--- src/hw/cir_pkg.sv ---
/*
 * shared constants of the card information register set: command codes,
 * operating-conditions bit layout, identity and access-parameter field
 * positions, factory field values and power-up timing.
 * assumes a 10 MHz core clock; nothing else is needed from outside.
 */
package cir_pkg;

    // clock and power-up routine timing
    localparam int unsigned CLK_PERIOD_NS = 100;
    localparam int unsigned PWRUP_TIME_NS = 1000;
    localparam int unsigned PWRUP_CYCLES =
        (PWRUP_TIME_NS + CLK_PERIOD_NS - 1) / CLK_PERIOD_NS;
    localparam int unsigned PWRUP_CNT_W = 8;

    // dedicated commands of the card bus front end
    localparam logic [1:0] CMD_READ_OCR = 2'h0;
    localparam logic [1:0] CMD_READ_CID = 2'h1;
    localparam logic [1:0] CMD_READ_CSD = 2'h2;
    localparam logic [1:0] CMD_PROG_CSD = 2'h3;

    // register widths
    localparam int unsigned OCR_W = 32;
    localparam int unsigned REG_W = 128;

    // operating-conditions layout
    localparam int unsigned OCR_VWIN_LO = 15;
    localparam int unsigned OCR_VWIN_HI = 23;
    localparam logic [8:0] OCR_VWIN_ALL = 9'h1FF;
    localparam int unsigned OCR_LV_SWITCH = 24;
    localparam int unsigned OCR_CAP_BIT = 30;
    localparam int unsigned OCR_READY_BIT = 31;

    // identity layout: bits above the reserved nibble come from fuses
    localparam int unsigned CID_FUSE_LO = 24;
    localparam int unsigned CID_RSV_HI = 23;
    localparam int unsigned CID_RSV_LO = 20;
    localparam int unsigned CID_DATE_HI = 19;
    localparam int unsigned CID_DATE_LO = 8;
    localparam int unsigned CRC_HI = 7;
    localparam int unsigned CRC_LO = 1;
    localparam int unsigned END_BIT = 0;
    localparam int unsigned CRC_MSG_W = 120;

    // access-parameter field positions
    localparam int unsigned CSD_LAYOUT_HI = 127;
    localparam int unsigned CSD_LAYOUT_LO = 126;
    localparam int unsigned CSD_ASYNC_ACCESS_TIME_HI = 119;
    localparam int unsigned CSD_ASYNC_ACCESS_TIME_LO = 112;
    localparam int unsigned CSD_CLOCKED_ACCESS_TIME_HI = 111;
    localparam int unsigned CSD_CLOCKED_ACCESS_TIME_LO = 104;
    localparam int unsigned CSD_RATE_HI = 103;
    localparam int unsigned CSD_RATE_LO = 96;
    localparam int unsigned CSD_CCC_HI = 95;
    localparam int unsigned CSD_CCC_LO = 84;
    localparam int unsigned CSD_RBL_HI = 83;
    localparam int unsigned CSD_RBL_LO = 80;
    localparam int unsigned CSD_RPART = 79;
    localparam int unsigned CSD_WMIS = 78;
    localparam int unsigned CSD_RMIS = 77;
    localparam int unsigned CSD_DSR = 76;
    localparam int unsigned CSD_SIZE_HI = 73;
    localparam int unsigned CSD_SIZE_LO = 62;
    localparam int unsigned CSD_CURR_HI = 61;
    localparam int unsigned CSD_CURR_LO = 50;
    localparam int unsigned CSD_MULT_HI = 49;
    localparam int unsigned CSD_MULT_LO = 47;
    localparam int unsigned CSD_ERBLK = 46;
    localparam int unsigned CSD_SECT_HI = 45;
    localparam int unsigned CSD_SECT_LO = 39;
    localparam int unsigned CSD_WPG_HI = 38;
    localparam int unsigned CSD_WPG_LO = 32;
    localparam int unsigned CSD_WPG_EN = 31;
    localparam int unsigned CSD_R2W_HI = 28;
    localparam int unsigned CSD_R2W_LO = 26;
    localparam int unsigned CSD_WBL_HI = 25;
    localparam int unsigned CSD_WBL_LO = 22;
    localparam int unsigned CSD_WPART = 21;
    localparam int unsigned CSD_TMP_PROT = 12;

    // write-once bits: format group, copy, permanent protect, format
    localparam int unsigned OTP_N = 5;
    localparam int unsigned OTP_POS [OTP_N] = '{15, 14, 13, 11, 10};

    // bits a program command may change; all others must match
    localparam logic [127:0] CSD_PROG_MASK =
        128'h0000_0000_0000_0000_0000_0000_0000_FCFE;

    // factory values of read-only access-parameter fields
    localparam logic [1:0] CSD_LAYOUT_V10 = 2'h0;
    localparam logic [7:0] ASYNC_ACCESS_TIME_VAL = 8'h0E;
    localparam logic [7:0] CLOCKED_ACCESS_TIME_VAL = 8'h00;
    localparam logic [7:0] RATE_VAL = 8'h32;
    localparam logic [11:0] CCC_VAL = 12'h5B5;
    localparam logic [3:0] RBL_VAL = 4'h9;
    localparam logic [0:0] RPART_VAL = 1'h1;
    localparam logic [0:0] WMIS_VAL = 1'h0;
    localparam logic [0:0] RMIS_VAL = 1'h0;
    localparam logic [0:0] DSR_VAL = 1'h0;
    localparam logic [11:0] SIZE_VAL = 12'hFFF;
    localparam logic [11:0] CURR_VAL = 12'hFFF;
    localparam logic [2:0] MULT_VAL = 3'h7;
    localparam logic [0:0] ERBLK_VAL = 1'h1;
    localparam logic [6:0] SECT_VAL = 7'h7F;
    localparam logic [6:0] WPG_VAL = 7'h00;
    localparam logic [0:0] WPG_EN_VAL = 1'h0;
    localparam logic [2:0] R2W_VAL = 3'h4;
    localparam logic [3:0] WBL_VAL = 4'h9;
    localparam logic [0:0] WPART_VAL = 1'h0;

    // reset values of programmable fields
    localparam logic [6:0] CSD_CRC_RST = 7'h00;
    localparam logic [0:0] OTP_RST = 1'h0;

    // controller states
    typedef enum logic [1:0] {
        CIR_ST_PWRUP = 2'b01,
        CIR_ST_READY = 2'b10
    } cir_state_t;

endpackage

--- src/hw/cir_regs.sv ---
/*
 * card information register set: operating conditions, identity and
 * access parameters, reachable only through dedicated commands.
 * assumes a command front end that decodes bus commands into cmd_code,
 * factory fuses for the identity and a capacity strap, all synchronous.
 */
`timescale 1ns/1ps
module cir_regs
    import cir_pkg::*;
(
    // clock and reset
    input wire logic clk,
    input wire logic nrst,
    // factory identity fuses and capacity strap
    input wire logic [REG_W-1:CID_FUSE_LO] identity_fuse,
    input wire logic [CID_DATE_HI:CID_DATE_LO] date_fuse,
    input wire logic capacity_strap,
    // command from the card bus front end
    input wire logic cmd_valid,
    input wire logic [1:0] cmd_code,
    input wire logic [REG_W-1:0] cmd_data,
    // response to the front end
    output logic rsp_valid,
    output logic rsp_err,
    output logic [REG_W-1:0] rsp_data,
    // power-up status
    output logic card_ready
);

    typedef struct packed {
        cir_state_t st;
        logic [PWRUP_CNT_W-1:0] cnt;
        logic capacity_status;
        logic temporary_protect;
        logic [6:0] csd_crc;
        logic rsp_valid;
        logic rsp_err;
        logic [REG_W-1:0] rsp_data;
    } cir_regs_t;

    cir_regs_t s_q;
    cir_regs_t s_d;

    logic [OTP_N-1:0] otp_val;
    logic [OTP_N-1:0] otp_lock;
    logic [OTP_N-1:0] otp_clash;
    logic otp_en;
    logic [OCR_W-1:0] operating_conditions;
    logic [REG_W-1:0] card_identity;
    logic [REG_W-1:0] card_access_parameters;
    logic [REG_W-1:0] prog_fixed_diff;
    logic [6:0] id_crc;
    logic prog_ok;

    // operating-conditions word; unlisted bits stay zero
    always_comb
    begin
        operating_conditions = '0;
        operating_conditions[OCR_VWIN_HI:OCR_VWIN_LO] = OCR_VWIN_ALL;
        operating_conditions[OCR_LV_SWITCH] = 1'b0;
        operating_conditions[OCR_READY_BIT] =
            (s_q.st == CIR_ST_READY);
        operating_conditions[OCR_CAP_BIT] = s_q.capacity_status;
    end

    // identity: fused fields, zero nibble, date, computed crc, end bit
    cir_crc7 u_id_crc
    (
        .msg({identity_fuse, 4'h0, date_fuse}), // from fuses: no comb loop
        .crc(id_crc)
    );

    always_comb
    begin
        card_identity = '0;
        card_identity[REG_W-1:CID_FUSE_LO] = identity_fuse;
        card_identity[CID_RSV_HI:CID_RSV_LO] = 4'h0;
        card_identity[CID_DATE_HI:CID_DATE_LO] = date_fuse;
        card_identity[CRC_HI:CRC_LO] = id_crc;
        card_identity[END_BIT] = 1'b1;
    end

    // access parameters: reserved bits default to zero
    always_comb
    begin
        card_access_parameters = '0;
        card_access_parameters[CSD_LAYOUT_HI:CSD_LAYOUT_LO] =
            CSD_LAYOUT_V10;
        card_access_parameters[CSD_ASYNC_ACCESS_TIME_HI:CSD_ASYNC_ACCESS_TIME_LO] = ASYNC_ACCESS_TIME_VAL;
        card_access_parameters[CSD_CLOCKED_ACCESS_TIME_HI:CSD_CLOCKED_ACCESS_TIME_LO] = CLOCKED_ACCESS_TIME_VAL;
        card_access_parameters[CSD_RATE_HI:CSD_RATE_LO] = RATE_VAL;
        card_access_parameters[CSD_CCC_HI:CSD_CCC_LO] = CCC_VAL;
        card_access_parameters[CSD_RBL_HI:CSD_RBL_LO] = RBL_VAL;
        card_access_parameters[CSD_WBL_HI:CSD_WBL_LO] = WBL_VAL;
        card_access_parameters[CSD_RPART] = RPART_VAL[0];
        card_access_parameters[CSD_WMIS] = WMIS_VAL[0];
        card_access_parameters[CSD_RMIS] = RMIS_VAL[0];
        card_access_parameters[CSD_DSR] = DSR_VAL[0];
        card_access_parameters[CSD_WPART] = WPART_VAL[0];
        card_access_parameters[CSD_SIZE_HI:CSD_SIZE_LO] = SIZE_VAL;
        card_access_parameters[CSD_CURR_HI:CSD_CURR_LO] = CURR_VAL;
        card_access_parameters[CSD_MULT_HI:CSD_MULT_LO] = MULT_VAL;
        card_access_parameters[CSD_ERBLK] = ERBLK_VAL[0];
        card_access_parameters[CSD_SECT_HI:CSD_SECT_LO] = SECT_VAL;
        card_access_parameters[CSD_WPG_HI:CSD_WPG_LO] = WPG_VAL;
        card_access_parameters[CSD_WPG_EN] = WPG_EN_VAL[0];
        card_access_parameters[CSD_R2W_HI:CSD_R2W_LO] = R2W_VAL;
        card_access_parameters[CSD_TMP_PROT] = s_q.temporary_protect;
        card_access_parameters[CRC_HI:CRC_LO] = s_q.csd_crc;
        card_access_parameters[END_BIT] = 1'b1;
        for (int i = 0; i < OTP_N; i++)
        begin
            card_access_parameters[OTP_POS[i]] = otp_val[i];
        end
    end

    // write-once bits, one cell per bit
    genvar g;
    generate
        for (g = 0; g < OTP_N; g++)
        begin : g_otp
            cir_otp_bit u_otp
            (
                .clk(clk),
                .nrst(nrst),
                .prog_en(otp_en),
                .prog_val(cmd_data[OTP_POS[g]]),
                .bit_q(otp_val[g]),
                .locked(otp_lock[g])
            );
            // locked bit asked to take a different value
            assign otp_clash[g] =
                otp_lock[g] && (cmd_data[OTP_POS[g]] != otp_val[g]);
        end
    endgenerate

    // a program is taken only if every fixed bit matches the register
    assign prog_fixed_diff =
        (cmd_data ^ card_access_parameters) & ~CSD_PROG_MASK;
    assign prog_ok = (prog_fixed_diff == '0) && (otp_clash == '0);
    assign otp_en = cmd_valid && (cmd_code == CMD_PROG_CSD) &&
        (s_q.st == CIR_ST_READY) && prog_ok;

    // power-up sequencing and command handling
    always_comb
    begin
        s_d = s_q;
        s_d.rsp_valid = 1'b0;
        s_d.rsp_err = 1'b0;
        unique case (s_q.st)
            CIR_ST_PWRUP:
            begin
                // count out the power-up routine, then catch the strap
                if (s_q.cnt == PWRUP_CNT_W'(PWRUP_CYCLES - 1))
                begin
                    s_d.st = CIR_ST_READY;
                    s_d.capacity_status = capacity_strap;
                end
                else
                begin
                    s_d.cnt = s_q.cnt + 1'b1;
                end
            end
            CIR_ST_READY:
            begin
                s_d.cnt = s_q.cnt;
            end
        endcase
        // dedicated commands are the only access path
        if (cmd_valid)
        begin
            s_d.rsp_valid = 1'b1;
            s_d.rsp_data = '0;
            if (cmd_code == CMD_READ_OCR)
            begin
                s_d.rsp_data[OCR_W-1:0] = operating_conditions;
            end
            else if (s_q.st != CIR_ST_READY)
            begin
                s_d.rsp_err = 1'b1; // busy: only the conditions word answers
            end
            else if (cmd_code == CMD_READ_CID)
            begin
                s_d.rsp_data = card_identity;
            end
            else if (cmd_code == CMD_READ_CSD)
            begin
                s_d.rsp_data = card_access_parameters;
            end
            else if (prog_ok)
            begin
                s_d.temporary_protect = cmd_data[CSD_TMP_PROT];
                s_d.csd_crc = cmd_data[CRC_HI:CRC_LO];
            end
            else
            begin
                s_d.rsp_err = 1'b1; // fixed bit changed or locked bit moved
            end
        end
    end

    // state register
    always_ff @(posedge clk)
    begin
        if (!nrst)
        begin
            s_q <= '{st: CIR_ST_PWRUP, cnt: '0, capacity_status: 1'b0,
                temporary_protect: 1'b0, csd_crc: CSD_CRC_RST,
                rsp_valid: 1'b0, rsp_err: 1'b0, rsp_data: '0};
        end
        else
        begin
            s_q <= s_d;
        end
    end

    // outputs straight from the state register
    assign rsp_valid = s_q.rsp_valid;
    assign rsp_err = s_q.rsp_err;
    assign rsp_data = s_q.rsp_data;
    assign card_ready = (s_q.st == CIR_ST_READY);

endmodule // cir_regs

--- src/hw/cir_crc7.sv ---
/*
 * combinational crc7 (x^7 + x^3 + 1) over a 120-bit message, msb first.
 * assumes the message is stable while the result is sampled.
 */
`timescale 1ns/1ps
module cir_crc7
    import cir_pkg::*;
(
    // message in
    input wire logic [CRC_MSG_W-1:0] msg,
    // check value out
    output logic [6:0] crc
);

    // shift each message bit through the polynomial
    always_comb
    begin
        logic [6:0] c;
        logic fb;
        c = 7'h00;
        fb = 1'b0;
        for (int i = CRC_MSG_W - 1; i >= 0; i--)
        begin
            fb = msg[i] ^ c[6];
            c = {c[5:0], 1'b0};
            c[0] = fb;
            c[3] = c[3] ^ fb;
        end
        crc = c;
    end

endmodule // cir_crc7

--- src/hw/cir_otp_bit.sv ---
/*
 * one write-once bit: takes the first accepted program value, then locks.
 * assumes the caller only raises prog_en for an accepted program command.
 */
`timescale 1ns/1ps
module cir_otp_bit
    import cir_pkg::*;
(
    // clock and reset
    input wire logic clk,
    input wire logic nrst,
    // program request
    input wire logic prog_en,
    input wire logic prog_val,
    // stored bit and lock
    output logic bit_q,
    output logic locked
);

    typedef struct packed {
        logic val;
        logic lock;
    } cir_otp_t;

    cir_otp_t s_q;
    cir_otp_t s_d;

    // first program stores and locks, later ones change nothing
    always_comb
    begin
        s_d = s_q;
        if (prog_en && !s_q.lock)
        begin
            s_d.val = prog_val;
            s_d.lock = 1'b1;
        end
    end

    // state register
    always_ff @(posedge clk)
    begin
        if (!nrst)
        begin
            s_q <= '{val: OTP_RST, lock: 1'b0};
        end
        else
        begin
            s_q <= s_d;
        end
    end

    assign bit_q = s_q.val;
    assign locked = s_q.lock;

endmodule // cir_otp_bit

--- config.mk ---
export PLATFORM = sky130hd
export DESIGN_NAME = cir_regs
export DESIGN_NICKNAME = d
export VERILOG_FILES = /design/src/hw/cir_pkg.sv /design/src/hw/cir_regs.sv /design/src/hw/cir_crc7.sv /design/src/hw/cir_otp_bit.sv
export SDC_FILE = /design/constraint.sdc
export NUM_CORES = 1
export LEC_CHECK = 0
export ABC_AREA = 0
export BUFFER_PORTS_ARGS = -buffer_cell sky130_fd_sc_hd__clkbuf_2
export CORE_UTILIZATION = 45
export CTS_CLUSTER_DIAMETER = 80
export DETAILED_ROUTE_END_ITERATION = 8
export PLACE_DENSITY = 0.75
export SLEW_MARGIN = 20
export SYNTH_ARGS = -nofsm -noshare
export SYNTH_HDL_FRONTEND = slang
export SYNTH_HIERARCHICAL = 1
export SYNTH_SLANG_ARGS = --single-unit
--- constraint.sdc ---
create_clock -name clk -period 5.02 [get_ports clk]
set_input_delay 1.004 -clock clk [delete_from_list [all_inputs] [get_ports clk]]
set_output_delay 1.004 -clock clk [all_outputs]
set_load 0.02 [all_outputs]
==> metrics <==
status complete, but fails checks; failing checks negative setup slack; WL met1 11.9 mm; I/O pin cnt 381; CTS Hold Bufs 0; Final ANT Viol Nets 0; via/cell ratio 4.91; critical path's top delay family XOR/XNOR gates; hold path start card_access_parameters[3]$_SDFFE_PN0P_; Reg2Reg Setup Slack 2.83 ns; Detailed Route Iter0 Violations 611; WS Path Type in2reg; Worst Setup Start Kind input pin; synthesis-to-layout area growth 25.5%; Synth warnings 6; met2 wire length 17.5 mm; CORE AREA 24500 um^2; CTS Root Cell clkbuf_16; Met3 Wirelength 1.52 mm; Reg-to-Reg End rsp_data[74]$_SDFFE_PN0P_; final setup fails 4; Rel. slew slack 29.7%; FFs w/ async S/R, synth 0%; gr usage total 24.7%; cell repeated most along the worst path xnor3_2; hpwl dp 25.3 mm; Vias 9181; wire per inst 17.3 um; synthesized area 11400 um^2; height of the die 161 um; vias in the first global route 9236; # rows 57; worst min path class reg2reg; Final Hold Fails 0; clock latency reported for the late side of the worst-skew pair 0.43 ns; crit path max fanout 4; Fin Setup TNS -0.303 ns; Slowest cell on crit path xnor3_2; CP Capture Type register; CP cell instances clkbuf_8, buf_6, xor3_2, buf_4, xnor2_2, xnor3_1, xnor3_2, buf_6, buf_4, xnor3_2, xor3_1, xnor3_2, xor3_2, xnor2_2, xnor3_1, mux2i_1, o22ai_1, and2_1; unrepaired setup endpoints after global routing yes; pin count of the biggest net entering global routing 75; CTS tree yes; htree depth 4; grt total ovfl 0; Crit path largest cell delay 0.43 ns; Worst-path clk slew 0.07 ns; Fmax 0.195 GHz; Num CTS Buffers 17; Total Wirelength 32.4 mm; Yosys cell types 48; crit path time final 5.12 ns; clk_skew 0.0109 ns; slack of the critical path -0.105 ns; Placer Congestion 0.912; clk sinks 157; Layout Nets 1782; DIE WIDTH 161 um; initial core utilization 46.4%; Worst Reg-to-Reg Cells 6; first-pass GRT wire length 49.1 mm; # DRC 0; Main synth FF type dfxtp_1; Slew Limit Fails 0; worst path arrival time 5.44 ns; hold path cells 2; average cell area after synthesis 9.48 um^2; sequential area share after synthesis 27.6%; Worst EP required 5.34 ns; post-synthesis cell count 1200; router iterations before antenna repair 5; initial antenna violation count 5; DR top layer met4; Slew @ Worst Pin 1.05 ns; Max Cap Violations 0; I/O Buffers 380; die area 25900 um^2; Critical R2R Launch s_q[147]$_SDFFE_PN1P_; crit path buf inv count 5; fill count 2157; Final period util 102%; number of synthesized register bits 157; number of synthesized flops with an enable pin 0; clock tree buffer depth 2; Hold Crit Endpoint card_access_parameters[3]$_SDFFE_PN0P_; layout cells sized above 1 36.8%
## layer usage
metal | vias up | global-route usage, %
met5 | - | 0
met4 | 0 | 12.2
met3 | 61 | 4.01
met2 | 327 | 47.1
met1 | 4275 | 26.1
li1 | 4518 | -
## worst register-to-register path: stages (launching register included)
cell and delay [ns]:
dfxtp_1 0.33, nand3b_1 0.20, nor2_1 0.26, and2_2 0.68, buf_4 0.41, a21oi_1 0.13
nor2b_1 0.13
## synth_stat cells (2+ instances only)
master | count | area, um^2
nor2b_1 | 163 | 1020
dfxtp_1 | 157 | 3140
buf_4 | 128 | 961
a21oi_1 | 116 | 581
xnor2_1 | 111 | 972
inv_1 | 75 | 282
o21a_1 | 59 | 443
xnor3_1 | 55 | 1240
clkbuf_1 | 48 | 180
xor2_1 | 44 | 385
nand2_1 | 38 | 143
mux2i_1 | 26 | 260
and2_1 | 21 | 131
nand4_1 | 19 | 119
xor3_1 | 16 | 380
o22ai_1 | 13 | 81.3
nor4_1 | 10 | 62.6
o21ai_0 | 9 | 45.0
or4_1 | 7 | 52.6
xnor3_2 | 7 | 166
buf_1 | 6 | 22.5
ha_1 | 6 | 75.1
or4b_1 | 6 | 60.1
or4bb_1 | 6 | 67.6
nand4b_1 | 5 | 43.8
nor2b_4 | 5 | 68.8
and4_1 | 4 | 35.0
nand4bb_1 | 4 | 45.0
nor2_1 | 4 | 15.0
xnor2_2 | 4 | 65.1
nand2b_1 | 3 | 18.8
nand3_1 | 3 | 15.0
nor4b_1 | 3 | 26.3
and3_1 | 2 | 12.5
nor3_1 | 2 | 10.0
nor4_2 | 2 | 25.0
nor4bb_1 | 2 | 20.0
## how the worst max path moves through the flow
| stage | to | depth (start not counted) | startpoint | slack (ns) |
|---|---|---|---|---|
| floorplan | rsp_data[7]$_SDFFE_PN0P_ | 13 | identity_fuse[119] | -0.06 |
| global placement | rsp_data[7]$_SDFFE_PN0P_ | 15 | identity_fuse[44] | -0.38 |
| detailed placement | rsp_data[6]$_SDFFE_PN0P_ | 15 | identity_fuse[123] | -0.48 |
| CTS | rsp_data[4]$_SDFFE_PN0P_ | 15 | identity_fuse[119] | -0.01 |
| global route | rsp_data[6]$_SDFFE_PN0P_ | 18 | identity_fuse[122] | -0.27 |
| finish | rsp_data[6]$_SDFFE_PN0P_ | 18 | identity_fuse[118] | -0.10 |
## flip-flops by register name, summed over array words and instances, names as in the netlist
signal and flops:
card_access_parameters 8, rsp_data 126, g_otp.u_otp/locked 5, s_q 10
rsp_valid 1, rsp_err 1, operating_conditions 1, g_otp.u_otp/bit_q 5
## stage by stage
step                      utilization, %  std cells  setup slack, ns  hold slack (ns)  cell area, um^2
final                               58.2       1868           -0.105            0.465            14300
after detailed placement            54.2       1815           -0.476            0.455            13300
after CTS                           57.4       1859          -0.0149            0.467            14100
after global placement              54.2       1815           -0.377            0.442            13300
after floorplan                        -       1205          -0.0636            0.434            11500
after global routing                58.2       1868           -0.266            0.491            14300
## cell families (layout without fill, tap and decap cells)
family	count (synthesis)	in the layout	synth area share [%]
compound gates	203	203	10.5
xor+xnor	238	238	28.4
fa+ha+maj	6	6	0.660
buf+inv	257	591	12.7
flops	157	157	27.6
mux	26	26	2.29
other cells	1	11	0.0330
simple gates	312	312	17.8
## repair_timing
action	4_1_cts	5_1_grt
endpoints found under the setup margin	3	7
setup buffers	13	5
pin swaps	13	12
gates resized for setup	11	25
## area by class of cell
| class | count | area [um^2] | share of cell area (%) |
|---|---|---|---|
| Multi-Input combinational cell | 791 | 7030 | 49.3 |
| Antenna cell | 5 | 12.5 | 0.0877 |
| Timing Repair Buffer | 484 | 2790 | 19.5 |
| Clock inverter | 14 | 171 | 1.20 |
| Clock buffer | 18 | 439 | 3.08 |
| Tap cell | 324 | 405 | 2.84 |
| Sequential cell | 157 | 3140 | 22.0 |
| Inverter | 75 | 282 | 1.97 |
## cells in the final DEF, fill, tap and decap left out, types with 8 or more instances in the layout
cell,n
nor2b_1,163
dfxtp_1,157
nand4_1,19
xor3_1,14
and2_1,20
xnor2_2,10
buf_4,92
clkbuf_16,18
xor2_1,39
mux2i_1,26
buf_6,12
nand2_1,38
o22ai_1,13
o21ai_0,8
xnor3_1,46
inv_1,75
a21oi_1,116
o21a_1,59
xnor3_2,16
clkbuf_2,376
xnor2_1,100
nor4_1,10
Power is not shown: default switching activity piles up to over one toggle a cycle in this logic, so the estimate is an artifact.
